--- src/hcl_pkg.sv ---
package hcl_pkg;

   // Direct page offsets of the hardware registers.
   localparam logic [6:0]  OFS_MAILBOX_FLAGS  = 7'h03;
   localparam logic [6:0]  OFS_CRC_HIGH       = 7'h04;
   localparam logic [6:0]  OFS_CRC_LOW        = 7'h05;
   localparam logic [6:0]  OFS_BASE_HIGH      = 7'h06;
   localparam logic [6:0]  OFS_BASE_LOW       = 7'h07;
   localparam logic [6:0]  OFS_DIRECT_RSVD    = 7'h78;

   // Values after reset.
   localparam logic [15:0] MAILBOX_RST        = 16'h0000;
   localparam logic [31:0] CRC_RST            = 32'h0000_0000;
   localparam logic [15:0] BASE_HALF_RST      = 16'h0000;
   localparam logic [3:0]  PAGE_RST           = 4'h0;

   // Field layout of the base register pair.
   localparam logic [15:0] BASE_HIGH_MASK     = 16'h3fff;
   localparam logic [15:0] BASE_LOW_MASK      = 16'hff00;

   // Command word field positions and encodings.
   localparam int          CMD_DIRECT_BIT     = 15;
   localparam int          CMD_RW_BIT         = 7;
   localparam logic [6:0]  CMD_MBOX_START     = 7'h7c;
   localparam logic [6:0]  CMD_MBOX_CONT      = 7'h7d;
   localparam logic [7:0]  CMD_CONFIGURE      = 8'hfd;
   localparam logic [7:0]  CMD_SELECT_PAGE    = 8'hfe;
   localparam logic [7:0]  CMD_NOP            = 8'hff;
   localparam logic [7:0]  SEL_CODE_LOAD_PAGE = 8'h80;
   localparam logic [3:0]  SEL_PAGE_PREFIX    = 4'h0;

   // CRC-32, MSB first, 32 address bits then 16 data bits per write.
   localparam logic [31:0] CRC_POLY           = 32'h04c1_1db7;
   localparam int          CRC_FOLD_BITS      = 48;

   typedef enum logic [2:0] {
      ST_COMMAND = 3'b001,
      ST_WRITE   = 3'b010,
      ST_READ    = 3'b100
   } hcl_state_type;

   typedef enum logic [1:0] {
      TGT_PAGED  = 2'b00,
      TGT_DIRECT = 2'b01,
      TGT_MBOX   = 2'b10
   } hcl_target_type;

   typedef struct packed {
      logic        code_load;
      logic        code_memory;
      logic [31:0] addr;
      logic [15:0] data;
   } hcl_bus_req_type;

   function automatic logic [31:0] hcl_crc_fold(input logic [31:0] crc,
                                                input logic [47:0] bits);
      logic [31:0] c;
      c = crc;
      for (int i = CRC_FOLD_BITS - 1; i >= 0; i--)
      begin
         if (c[31] ^ bits[i])
            c = {c[30:0], 1'b0} ^ CRC_POLY;
         else
            c = {c[30:0], 1'b0};
      end
      return c;
   endfunction

   function automatic logic [31:0] hcl_cl_addr(input logic [21:0] base,
                                               input logic [7:0]  index);
      logic [29:0] sum;
      sum = {base, 8'h00} + {21'h00000, index, 1'b0};
      return {2'b00, sum};
   endfunction

endpackage
--- src/hcl_load_unit.sv ---
// Functional notes
// - Code-load page select takes no data words.
// - One NOP code; specials decoded above direct offsets.
// - Base pair at offsets 06/07, resets zero.
// - Base field bits 29:8; unused bits read zero.
// - One paged write moves up to 128 words.
// - CRC pair at offsets 04/05, resets zero.
// - Host write seeds CRC; read returns live value.
// - Each code-load write folds address and data.
// - Sixteen mailbox flags at offset 03, reset zero.
// - Flags show host or processor mailbox ownership.
// - System reset always enters boot mode.
// - Boot holds execution until code word 0 written.
// - Reset command without boot enable starts immediately.
// - Page select takes a numbered page or the code-load page.
// - Running code memory writes steal one cycle.
// - Command carries offset, length, direction; length+1 words.
// - Address increments after every data word.
// - Direction bit zero reads, one writes.

module hcl_word_fifo #(
   parameter int WIDTH = 16,
   parameter int DEPTH = 4
) (
   input  wire logic             i_sys_clk,
   input  wire logic             i_sys_rst,
   input  wire logic             i_in_valid,
   input  wire logic [WIDTH-1:0] i_in_data,
   output      logic             o_in_ready,
   output      logic             o_out_valid,
   output      logic [WIDTH-1:0] o_out_data,
   input  wire logic             i_out_ready
);
   localparam int PW = (DEPTH > 1) ? $clog2(DEPTH) : 1;
   localparam int CW = $clog2(DEPTH + 1);
   localparam logic [PW-1:0] LAST = PW'(DEPTH - 1);
   localparam logic [CW-1:0] FULL = CW'(DEPTH);

   logic [WIDTH-1:0] mem [DEPTH];
   logic [PW-1:0]    wr_ptr_reg;
   logic [PW-1:0]    rd_ptr_reg;
   logic [CW-1:0]    count_reg;
   logic             push;
   logic             pop;

   assign o_in_ready  = (count_reg != FULL);
   assign o_out_valid = (count_reg != '0);
   assign o_out_data  = mem[rd_ptr_reg];
   assign push        = i_in_valid & o_in_ready;
   assign pop         = o_out_valid & i_out_ready;

   always_ff @(posedge i_sys_clk)
   begin
      if (push)
         mem[wr_ptr_reg] <= i_in_data;
   end

   always_ff @(posedge i_sys_clk)
   begin
      if (i_sys_rst)
      begin
         wr_ptr_reg <= '0;
         rd_ptr_reg <= '0;
         count_reg  <= '0;
      end
      else
      begin
         if (push)
            wr_ptr_reg <= (wr_ptr_reg == LAST) ? '0 : wr_ptr_reg + 1'b1;
         if (pop)
            rd_ptr_reg <= (rd_ptr_reg == LAST) ? '0 : rd_ptr_reg + 1'b1;
         if (push & ~pop)
            count_reg <= count_reg + 1'b1;
         else if (pop & ~push)
            count_reg <= count_reg - 1'b1;
      end
   end
endmodule

module hcl_load_unit
   import hcl_pkg::*;
#(
   parameter int          FIFO_DEPTH     = 4,
   parameter logic [31:0] CM_BASE_ADDR   = 32'h0000_0000,
   parameter logic [31:0] CM_SIZE_BYTES  = 32'h0001_0000
) (
   input  wire logic            i_sys_clk,
   input  wire logic            i_sys_rst,
   input  wire logic            i_word_valid,
   input  wire logic [15:0]     i_word_data,
   output      logic            o_word_ready,
   input  wire logic            i_frame_abort,
   output      logic            o_rd_valid,
   output      logic [15:0]     o_rd_data,
   output      logic            o_bus_valid,
   output      hcl_bus_req_type o_bus_req,
   input  wire logic            i_bus_ready,
   input  wire logic            i_hw_reset_cmd,
   input  wire logic            i_boot_seq_enable,
   output      logic            o_exec_enable,
   output      logic            o_exec_start,
   output      logic            o_cm_steal,
   input  wire logic [15:0]     i_proc_flag_set,
   input  wire logic [15:0]     i_proc_flag_clr,
   output      logic [15:0]     o_mailbox_owner_bits
);
   hcl_state_type   state_reg;
   hcl_target_type  target_reg;
   logic [7:0]      remain_reg;
   logic [7:0]      index_reg;
   logic [3:0]      page_reg;
   logic            code_load_sel_reg;
   logic [31:0]     crc_reg;
   logic [15:0]     base_high_reg;
   logic [15:0]     base_low_reg;
   logic [15:0]     mailbox_reg;
   logic            boot_mode_reg;
   logic            exec_start_reg;
   logic            cm_steal_reg;
   logic            rd_valid_reg;
   logic [15:0]     rd_data_reg;

   logic            word_fire;
   logic            cmd_fire;
   logic            data_fire;
   logic            last_word;
   logic            host_reg_wr;
   logic [6:0]      direct_ofs;
   logic [21:0]     base_field;
   hcl_bus_req_type push_req;
   logic            fifo_in_valid;
   logic            fifo_in_ready;
   logic            bus_fire;
   logic            cl_push;
   logic [15:0]     direct_rd_value;
   logic [7:0]      cmd_upper;

   assign cmd_upper  = i_word_data[15:8];
   assign direct_ofs = index_reg[6:0];
   assign base_field = {base_high_reg[13:0], base_low_reg[15:8]};

   // Only paged writes wait on the bus; a full FIFO holds the host word stream.
   assign o_word_ready = (state_reg == ST_WRITE && target_reg == TGT_PAGED) ? fifo_in_ready : 1'b1;
   assign word_fire    = i_word_valid & o_word_ready;
   assign cmd_fire     = word_fire & (state_reg == ST_COMMAND);
   assign data_fire    = word_fire & (state_reg != ST_COMMAND);
   assign last_word    = (remain_reg == 8'h00);
   assign host_reg_wr  = data_fire & (state_reg == ST_WRITE) & (target_reg == TGT_DIRECT);

   always_comb
   begin
      push_req             = '0;
      push_req.data        = i_word_data;
      push_req.code_load   = code_load_sel_reg;
      if (code_load_sel_reg)
         push_req.addr     = hcl_cl_addr(base_field, index_reg);
      else
         push_req.addr     = {20'h00000, page_reg, index_reg};
      push_req.code_memory = code_load_sel_reg && (push_req.addr >= CM_BASE_ADDR)
                             && (push_req.addr < CM_BASE_ADDR + CM_SIZE_BYTES);
   end

   assign fifo_in_valid = i_word_valid & (state_reg == ST_WRITE) & (target_reg == TGT_PAGED);
   assign cl_push       = fifo_in_valid & fifo_in_ready & code_load_sel_reg;
   assign bus_fire      = o_bus_valid & i_bus_ready;

   hcl_word_fifo #(
      .WIDTH ($bits(hcl_bus_req_type)),
      .DEPTH (FIFO_DEPTH)
   ) u_write_fifo (
      .i_sys_clk   (i_sys_clk),
      .i_sys_rst   (i_sys_rst),
      .i_in_valid  (fifo_in_valid),
      .i_in_data   (push_req),
      .o_in_ready  (fifo_in_ready),
      .o_out_valid (o_bus_valid),
      .o_out_data  (o_bus_req),
      .i_out_ready (i_bus_ready)
   );

   // Transport command sequencing.
   always_ff @(posedge i_sys_clk)
   begin
      if (i_sys_rst || i_frame_abort)
      begin
         state_reg  <= ST_COMMAND;
         target_reg <= TGT_PAGED;
         remain_reg <= 8'h00;
         index_reg  <= 8'h00;
      end
      else if (cmd_fire)
      begin
         if (!i_word_data[CMD_DIRECT_BIT])
         begin
            target_reg <= TGT_PAGED;
            index_reg  <= {1'b0, i_word_data[14:8]};
            remain_reg <= {1'b0, i_word_data[6:0]};
            state_reg  <= i_word_data[CMD_RW_BIT] ? ST_WRITE : ST_READ;
         end
         else if (i_word_data[14:8] < OFS_DIRECT_RSVD)
         begin
            target_reg <= TGT_DIRECT;
            index_reg  <= {1'b0, i_word_data[14:8]};
            remain_reg <= {4'h0, i_word_data[3:0]};
            state_reg  <= i_word_data[CMD_RW_BIT] ? ST_WRITE : ST_READ;
         end
         else if (cmd_upper[7:1] == CMD_MBOX_START || cmd_upper[7:1] == CMD_MBOX_CONT)
         begin
            target_reg <= TGT_MBOX;
            index_reg  <= 8'h00;
            remain_reg <= i_word_data[7:0];
            state_reg  <= cmd_upper[0] ? ST_WRITE : ST_READ;
         end
      end
      else if (data_fire)
      begin
         index_reg  <= index_reg + 8'h01;
         remain_reg <= remain_reg - 8'h01;
         if (last_word)
            state_reg <= ST_COMMAND;
      end
   end

   // Page selection; configure, NOP and reserved codes take no data and change nothing here.
   always_ff @(posedge i_sys_clk)
   begin
      if (i_sys_rst)
      begin
         page_reg          <= PAGE_RST;
         code_load_sel_reg <= 1'b0;
      end
      else if (cmd_fire && cmd_upper == CMD_SELECT_PAGE)
      begin
         if (i_word_data[7:0] == SEL_CODE_LOAD_PAGE)
            code_load_sel_reg <= 1'b1;
         else if (i_word_data[7:4] == SEL_PAGE_PREFIX)
         begin
            page_reg          <= i_word_data[3:0];
            code_load_sel_reg <= 1'b0;
         end
      end
   end

   // CRC seeding by halves and folding of each code-load write.
   always_ff @(posedge i_sys_clk)
   begin
      if (i_sys_rst)
         crc_reg <= CRC_RST;
      else if (cl_push)
         crc_reg <= hcl_crc_fold(crc_reg, {push_req.addr, push_req.data});
      else if (host_reg_wr && direct_ofs == OFS_CRC_HIGH)
         crc_reg[31:16] <= i_word_data;
      else if (host_reg_wr && direct_ofs == OFS_CRC_LOW)
         crc_reg[15:0] <= i_word_data;
   end

   // Base address halves.
   always_ff @(posedge i_sys_clk)
   begin
      if (i_sys_rst)
      begin
         base_high_reg <= BASE_HALF_RST;
         base_low_reg  <= BASE_HALF_RST;
      end
      else if (host_reg_wr && direct_ofs == OFS_BASE_HIGH)
         base_high_reg <= i_word_data & BASE_HIGH_MASK;
      else if (host_reg_wr && direct_ofs == OFS_BASE_LOW)
         base_low_reg <= i_word_data & BASE_LOW_MASK;
   end

   // Processor set wins over a host write or a clear in the same cycle.
   always_ff @(posedge i_sys_clk)
   begin
      if (i_sys_rst)
         mailbox_reg <= MAILBOX_RST;
      else if (host_reg_wr && direct_ofs == OFS_MAILBOX_FLAGS)
         mailbox_reg <= i_word_data | i_proc_flag_set;
      else
         mailbox_reg <= (mailbox_reg & ~i_proc_flag_clr) | i_proc_flag_set;
   end

   assign o_mailbox_owner_bits = mailbox_reg;

   // Apart from a reset command without boot enable, boot hold-off releases only once the write to code word 0 has reached the bus.
   always_ff @(posedge i_sys_clk)
   begin
      if (i_sys_rst)
      begin
         boot_mode_reg  <= 1'b1;
         exec_start_reg <= 1'b0;
      end
      else if (i_hw_reset_cmd)
      begin
         boot_mode_reg  <= i_boot_seq_enable;
         exec_start_reg <= ~i_boot_seq_enable;
      end
      else if (boot_mode_reg && bus_fire && o_bus_req.code_load && o_bus_req.addr == CM_BASE_ADDR)
      begin
         boot_mode_reg  <= 1'b0;
         exec_start_reg <= 1'b1;
      end
      else
         exec_start_reg <= 1'b0;
   end

   assign o_exec_enable = ~boot_mode_reg;
   assign o_exec_start  = exec_start_reg;

   // A running processor loses one cycle per code memory write instead of blocking the host.
   always_ff @(posedge i_sys_clk)
   begin
      if (i_sys_rst)
         cm_steal_reg <= 1'b0;
      else
         cm_steal_reg <= bus_fire & o_bus_req.code_memory & ~boot_mode_reg;
   end

   assign o_cm_steal = cm_steal_reg;

   always_comb
   begin
      direct_rd_value = 16'h0000;
      unique case (direct_ofs)
         OFS_MAILBOX_FLAGS : direct_rd_value = mailbox_reg;
         OFS_CRC_HIGH      : direct_rd_value = crc_reg[31:16];
         OFS_CRC_LOW       : direct_rd_value = crc_reg[15:0];
         OFS_BASE_HIGH     : direct_rd_value = base_high_reg;
         OFS_BASE_LOW      : direct_rd_value = base_low_reg;
         default           : direct_rd_value = 16'h0000;
      endcase
   end

   // Firmware-held locations are not modelled here, so they read as zero.
   always_ff @(posedge i_sys_clk)
   begin
      if (i_sys_rst)
      begin
         rd_valid_reg <= 1'b0;
         rd_data_reg  <= 16'h0000;
      end
      else
      begin
         rd_valid_reg <= data_fire & (state_reg == ST_READ);
         if (data_fire && state_reg == ST_READ)
            rd_data_reg <= (target_reg == TGT_DIRECT) ? direct_rd_value : 16'h0000;
      end
   end

   assign o_rd_valid = rd_valid_reg;
   assign o_rd_data  = rd_data_reg;

endmodule

--- config.mk ---
export PLATFORM = sky130hd
export DESIGN_NAME = hcl_load_unit
export DESIGN_NICKNAME = d
export VERILOG_FILES = /design/src/hcl_pkg.sv /design/src/hcl_load_unit.sv
export SDC_FILE = /design/constraint.sdc
export NUM_CORES = 1
export LEC_CHECK = 0
export BUFFER_PORTS_ARGS = -buffer_cell sky130_fd_sc_hd__buf_2
export CAP_MARGIN = 10
export CORE_AREA = 8 8 177 246
export CTS_BUF_LIST = sky130_fd_sc_hd__clkbuf_4 sky130_fd_sc_hd__clkbuf_8
export CTS_CLUSTER_DIAMETER = 120
export DETAILED_ROUTE_END_ITERATION = 10
export DIE_AREA = 0 0 185 254
export GPL_TIMING_DRIVEN = 0
export PLACE_DENSITY_LB_ADDON = 0.12
export SETUP_SLACK_MARGIN = 0.15
export SLEW_MARGIN = 5
export SYNTH_ARGS = -nofsm -noshare
export SYNTH_HDL_FRONTEND = slang
export SYNTH_SLANG_ARGS = --single-unit
export TNS_END_PERCENT = 30
--- constraint.sdc ---
create_clock -name i_sys_clk -period 9.94 [get_ports i_sys_clk]
set_input_delay 2.485 -clock i_sys_clk [delete_from_list [all_inputs] [get_ports i_sys_clk]]
set_output_delay 2.485 -clock i_sys_clk [all_outputs]
set_load 0.05 [all_outputs]
==> impl_results.html <==
<table>
<tr><th>Metric</th><th>Value</th></tr>
<tr><th colspan="2">Die</th></tr>
<tr><td>Core Box Area</td><td>0.0398 mm^2</td></tr>
<tr><td>Die Y-Extent</td><td>254 um</td></tr>
<tr><td>Area of the die</td><td>0.0470 mm^2</td></tr>
<tr><td>Number of standard-cell rows in the floorplan</td><td>87</td></tr>
<tr><td>Die extent in x</td><td>185 um</td></tr>
<tr><td># IOs</td><td>143</td></tr>
<tr><td>Initial Utilization</td><td>0.492</td></tr>
<tr><th colspan="2">Clock network</th></tr>
<tr><td>TritonCTS clock tree</td><td>yes</td></tr>
<tr><td>Clock root buffer</td><td>sky130_fd_sc_hd__clkbuf_8</td></tr>
<tr><td>Setup Fix Bufs, Post-CTS</td><td>0</td></tr>
<tr><td>Cts bufs inserted</td><td>45</td></tr>
<tr><td>CTS H-tree depth</td><td>2</td></tr>
<tr><td>Clock network latency to the later pin of the worst-skew pair</td><td>0.60 ns</td></tr>
<tr><td>Clock sinks</td><td>317</td></tr>
<tr><td>Post-CTS resize count</td><td>0</td></tr>
<tr><td>Maximum number of buffers from clock root to sink</td><td>3</td></tr>
<tr><td>CTS Hold Buffers Added</td><td>0</td></tr>
<tr><td>Clock input transition at the sequential cells of the worst setup and hold paths</td><td>0.07 ns</td></tr>
<tr><th colspan="2">Job</th></tr>
<tr><td>Maxcap violations</td><td>0</td></tr>
<tr><th colspan="2">Placement</th></tr>
<tr><td>Dpl ws</td><td>2.49 ns</td></tr>
<tr><td>Total placed instance area</td><td>0.0210 mm^2</td></tr>
<tr><td>Final Wtd Congestion</td><td>0.913</td></tr>
<tr><td>Detail Placement HPWL</td><td>46.1 mm</td></tr>
<tr><td>IO Port Bufs</td><td>139</td></tr>
<tr><th colspan="2">Worst hold path</th></tr>
<tr><td>Path class of the lowest-slack min-delay path</td><td>register to register</td></tr>
<tr><td>Hold Path Depth</td><td>2</td></tr>
<tr><th colspan="2">Yosys</th></tr>
<tr><td>Warnings, synthesis</td><td>0</td></tr>
<tr><td>Post-synthesis cell type with the largest combined area</td><td>sky130_fd_sc_hd__edfxtp_1</td></tr>
<tr><td>Sequential element share of the synthesized area</td><td>0.421</td></tr>
<tr><td>Synth Flop Type</td><td>sky130_fd_sc_hd__edfxtp_1</td></tr>
<tr><td>Synthesized area per cell</td><td>12.1 um^2</td></tr>
<tr><td>Top cells by area, synth</td><td>sky130_fd_sc_hd__edfxtp_1, sky130_fd_sc_hd__dfxtp_1, sky130_fd_sc_hd__xnor2_1</td></tr>
<tr><td>Netlist cell types</td><td>78</td></tr>
<tr><td>Number of flops mapped to enable cells by yosys</td><td>192</td></tr>
<tr><td>Share of flip-flops with an asynchronous set or reset after synthesis</td><td>0</td></tr>
<tr><td>Cell count after synthesis</td><td>1,620</td></tr>
<tr><td>Area share of the largest cell type after synthesis</td><td>0.294</td></tr>
<tr><td>Synthesized flop and latch total</td><td>317</td></tr>
<tr><td>Post-Syn Area</td><td>0.0196 mm^2</td></tr>
<tr><th colspan="2">Worst setup path</th></tr>
<tr><td>Worst Path Arrival</td><td>7.91 ns</td></tr>
<tr><td>Crit path capture type</td><td>register</td></tr>
<tr><td>Crit start category</td><td>register</td></tr>
<tr><td>Required arrival time at the worst endpoint</td><td>10.41 ns</td></tr>
<tr><td>Largest incremental delay on the critical path</td><td>0.72 ns</td></tr>
<tr><td>Type of the worst setup path</td><td>register to register</td></tr>
<tr><td>Number of cells traversed by the worst register-to-register path</td><td>18</td></tr>
<tr><td>Highest net fanout along the worst path</td><td>12</td></tr>
<tr><td>Cell Chain, Critical Path</td><td>buf_2 &gt; buf_2 &gt; buf_1 &gt; clkbuf_1 &gt; o21ai_0 &gt; xnor2_1 &gt; xnor3_1 &gt; xnor3_1 &gt; xor2_1 &gt; xnor3_1 &gt; xor2_1 &gt; xnor2_2 &gt; xnor3_2 &gt; xor2_2 &gt; xor2_1 &gt; nor2_1 &gt; a221oi_1 &gt; nor2_1</td></tr>
<tr><td>Slowest CP cell</td><td>sky130_fd_sc_hd__dfxtp_1</td></tr>
<tr><th colspan="2">Drt</th></tr>
<tr><td>Detailed Routing Iterations Pass 1</td><td>6</td></tr>
<tr><td>Initial detailed-routing violation count</td><td>923</td></tr>
<tr><td>Via count</td><td>13,700</td></tr>
<tr><td>WL final</td><td>60.3 mm</td></tr>
<tr><td>Drt drc</td><td>0</td></tr>
<tr><td>Vias/cell</td><td>5.75</td></tr>
<tr><td>ANT nets after route</td><td>0</td></tr>
<tr><td>Mean routed wirelength per cell</td><td>25.4 um</td></tr>
<tr><th colspan="2">Global routing</th></tr>
<tr><td>Via count of the first global-routing pass</td><td>13,900</td></tr>
<tr><td>All-Layer GR Usage</td><td>0.256</td></tr>
<tr><td>Pin count of the biggest net entering global routing</td><td>49</td></tr>
<tr><td>Global-route congestion overflow total</td><td>0</td></tr>
<tr><td>Antenna violations before repair</td><td>1</td></tr>
<tr><td>Global-route wire length before repair</td><td>88.5 mm</td></tr>
<tr><th colspan="2">Layout</th></tr>
<tr><td>Number of fill cells in the layout</td><td>3,503</td></tr>
<tr><td>Max reg flops</td><td>192</td></tr>
<tr><td>Area growth from synthesis to layout</td><td>12.2%</td></tr>
<tr><td>Fraction of layout instances using a drive strength above 1</td><td>0.198</td></tr>
<tr><td>Utilization after layout</td><td>0.552</td></tr>
<tr><td># nets final</td><td>1,878</td></tr>
<tr><td>Summed area of non-filler cells in the final layout</td><td>0.0220 mm^2</td></tr>
<tr><th colspan="2">STA</th></tr>
<tr><td>Final worst path period share</td><td>0.749</td></tr>
<tr><td>Final worst setup slack</td><td>2.50 ns</td></tr>
<tr><td>Actual transition at the worst max-transition pin</td><td>1.20 ns</td></tr>
<tr><td>Layout Skew</td><td>0.0489 ns</td></tr>
<tr><td>Worst slew slack as a fraction of its limit</td><td>0.175</td></tr>
<tr><td>Sum of negative setup slack</td><td>0 ns</td></tr>
<tr><td>Slew Limit Fails</td><td>0</td></tr>
<tr><td>Worst Hold Margin</td><td>0.486 ns</td></tr>
<tr><td>Setup violation total in the final timing report</td><td>0</td></tr>
<tr><td>Hold Vio Cnt, Final</td><td>0</td></tr>
<tr><td>Crit path time final</td><td>7.44 ns</td></tr>
<tr><td>Maximum clock rate</td><td>134 MHz</td></tr>
<tr><td>RSZ-0062 raised after global routing</td><td>false</td></tr>
<tr><th colspan="2">Power</th></tr>
<tr><td>Power Density</td><td>193 mW/mm^2</td></tr>
<tr><td>Leakage power of the design</td><td>0.00823 uW</td></tr>
<tr><td>Maximum ir drop on the vdd rail</td><td>0.189 mV</td></tr>
<tr><th colspan="2">Run status</th></tr>
<tr><td>Result of the run</td><td>completed</td></tr>
</table>
-- worst max-delay path, delay by kind of cell, from the launching register on --
kind | cells | cell delay [ns]
buffers and inverters | 4 | 1.69
DFF | 1 | 0.72
AOI/OAI and AO/OA | 2 | 0.75
xor gates and xnor gates | 10 | 4.02
and+or+nand+nor | 2 | 0.16
-- where the power goes --
group	switching [uW]	total, uW	internal [uW]
logic	1020	1700	678
clock network	497	1120	626
registers	22.3	1420	1400
-- cells in the final DEF, fill, tap and decap left out, types with 5 or more instances in the layout --
master	count
sky130_fd_sc_hd__nand2_1	106
sky130_fd_sc_hd__clkbuf_1	74
sky130_fd_sc_hd__and3_1	8
sky130_fd_sc_hd__or3_1	10
sky130_fd_sc_hd__nor3_1	39
sky130_fd_sc_hd__xnor3_2	11
sky130_fd_sc_hd__mux2_2	7
sky130_fd_sc_hd__a22o_1	7
sky130_fd_sc_hd__xor2_1	85
sky130_fd_sc_hd__nand2b_1	9
sky130_fd_sc_hd__o21ai_0	35
sky130_fd_sc_hd__nor4_1	22
sky130_fd_sc_hd__xnor2_4	11
sky130_fd_sc_hd__clkbuf_4	14
sky130_fd_sc_hd__a221oi_1	20
sky130_fd_sc_hd__edfxtp_1	192
sky130_fd_sc_hd__xnor3_1	72
sky130_fd_sc_hd__a31oi_1	7
sky130_fd_sc_hd__nor3b_1	16
sky130_fd_sc_hd__xnor2_1	205
sky130_fd_sc_hd__xor3_1	11
sky130_fd_sc_hd__mux4_2	48
sky130_fd_sc_hd__a21oi_1	80
sky130_fd_sc_hd__nand4_1	15
sky130_fd_sc_hd__buf_1	11
sky130_fd_sc_hd__and2_1	7
sky130_fd_sc_hd__buf_2	154
sky130_fd_sc_hd__a211oi_1	22
sky130_fd_sc_hd__inv_1	22
sky130_fd_sc_hd__ha_1	14
sky130_fd_sc_hd__xnor2_2	17
sky130_fd_sc_hd__nand3_1	26
sky130_fd_sc_hd__nor2_1	125
sky130_fd_sc_hd__clkbuf_8	54
sky130_fd_sc_hd__xor2_2	13
sky130_fd_sc_hd__mux2i_1	46
sky130_fd_sc_hd__a22oi_1	7
sky130_fd_sc_hd__clkinv_2	5
sky130_fd_sc_hd__nor2b_1	5
sky130_fd_sc_hd__dfxtp_1	125
-- per-layer routing --
layer  track usage  routed length, um
met2         0.464              31600
met3        0.0340               3050
met5             0                  0
met4         0.167               4160
met1         0.275              21600
-- metrics by stage --
| step | total power (uW) | cells |
|---|---|---|
| global route | 4410 | 2378 |
| global placement | 3150 | 2294 |
| finish | 4250 | 2379 |
| detailed placement | 3160 | 2295 |
| floorplan | 2790 | 1621 |
| CTS | 4270 | 2377 |
-- cell families (layout without fill, tap and decap cells) --
logic type	after synthesis	count (layout)	synth area share
XOR/XNOR	428	428	0.283
AND/OR/NAND/NOR	413	413	0.104
flip-flops	317	317	0.421
AO/OA/AOI/OAI	217	217	0.0714
buffers and inverters	127	349	0.0266
multiplexers	102	102	0.0833
adder cells (fa/ha/maj)	15	15	0.00995
other	1	4	0.000191
-- cells in the mapped netlist (all sizes together), types with 22 or more instances --
cell type    n
a211oi      23
a21oi       81
buf         30
clkbuf      75
dfxtp      125
edfxtp     192
inv         22
mux2i       47
mux4        48
nand2      106
nand3       27
nor2       125
nor3        39
nor4        25
o21ai       37
xnor2      233
xnor3       83
xor2       100
-- layout make-up --
class                   instances  area [um^2]  share of cell area
flip-flops and latches        317         8270               0.376
clock buffers                  68          848              0.0386
multi-input cells            1177        10800               0.493
inverters                      22         82.6             0.00375
repair buffers                140          701              0.0318
clock inverters                14          150             0.00682
diodes                          2         5.00            0.000227
plain buffers                 105          439              0.0200
well taps                     534          668              0.0304
-- final timing paths --
check | slack, ns | startpoint | endpoint
worst max-delay path | 2.50 | code_load_sel_reg | crc_reg[2]
worst min-delay path | 0.49 | remain_reg[1] | remain_reg[1]
worst max register to register | 2.50 | code_load_sel_reg | crc_reg[2]
worst min register to register | 0.49 | remain_reg[1] | remain_reg[1]
(Power assumes the default switching activity.)
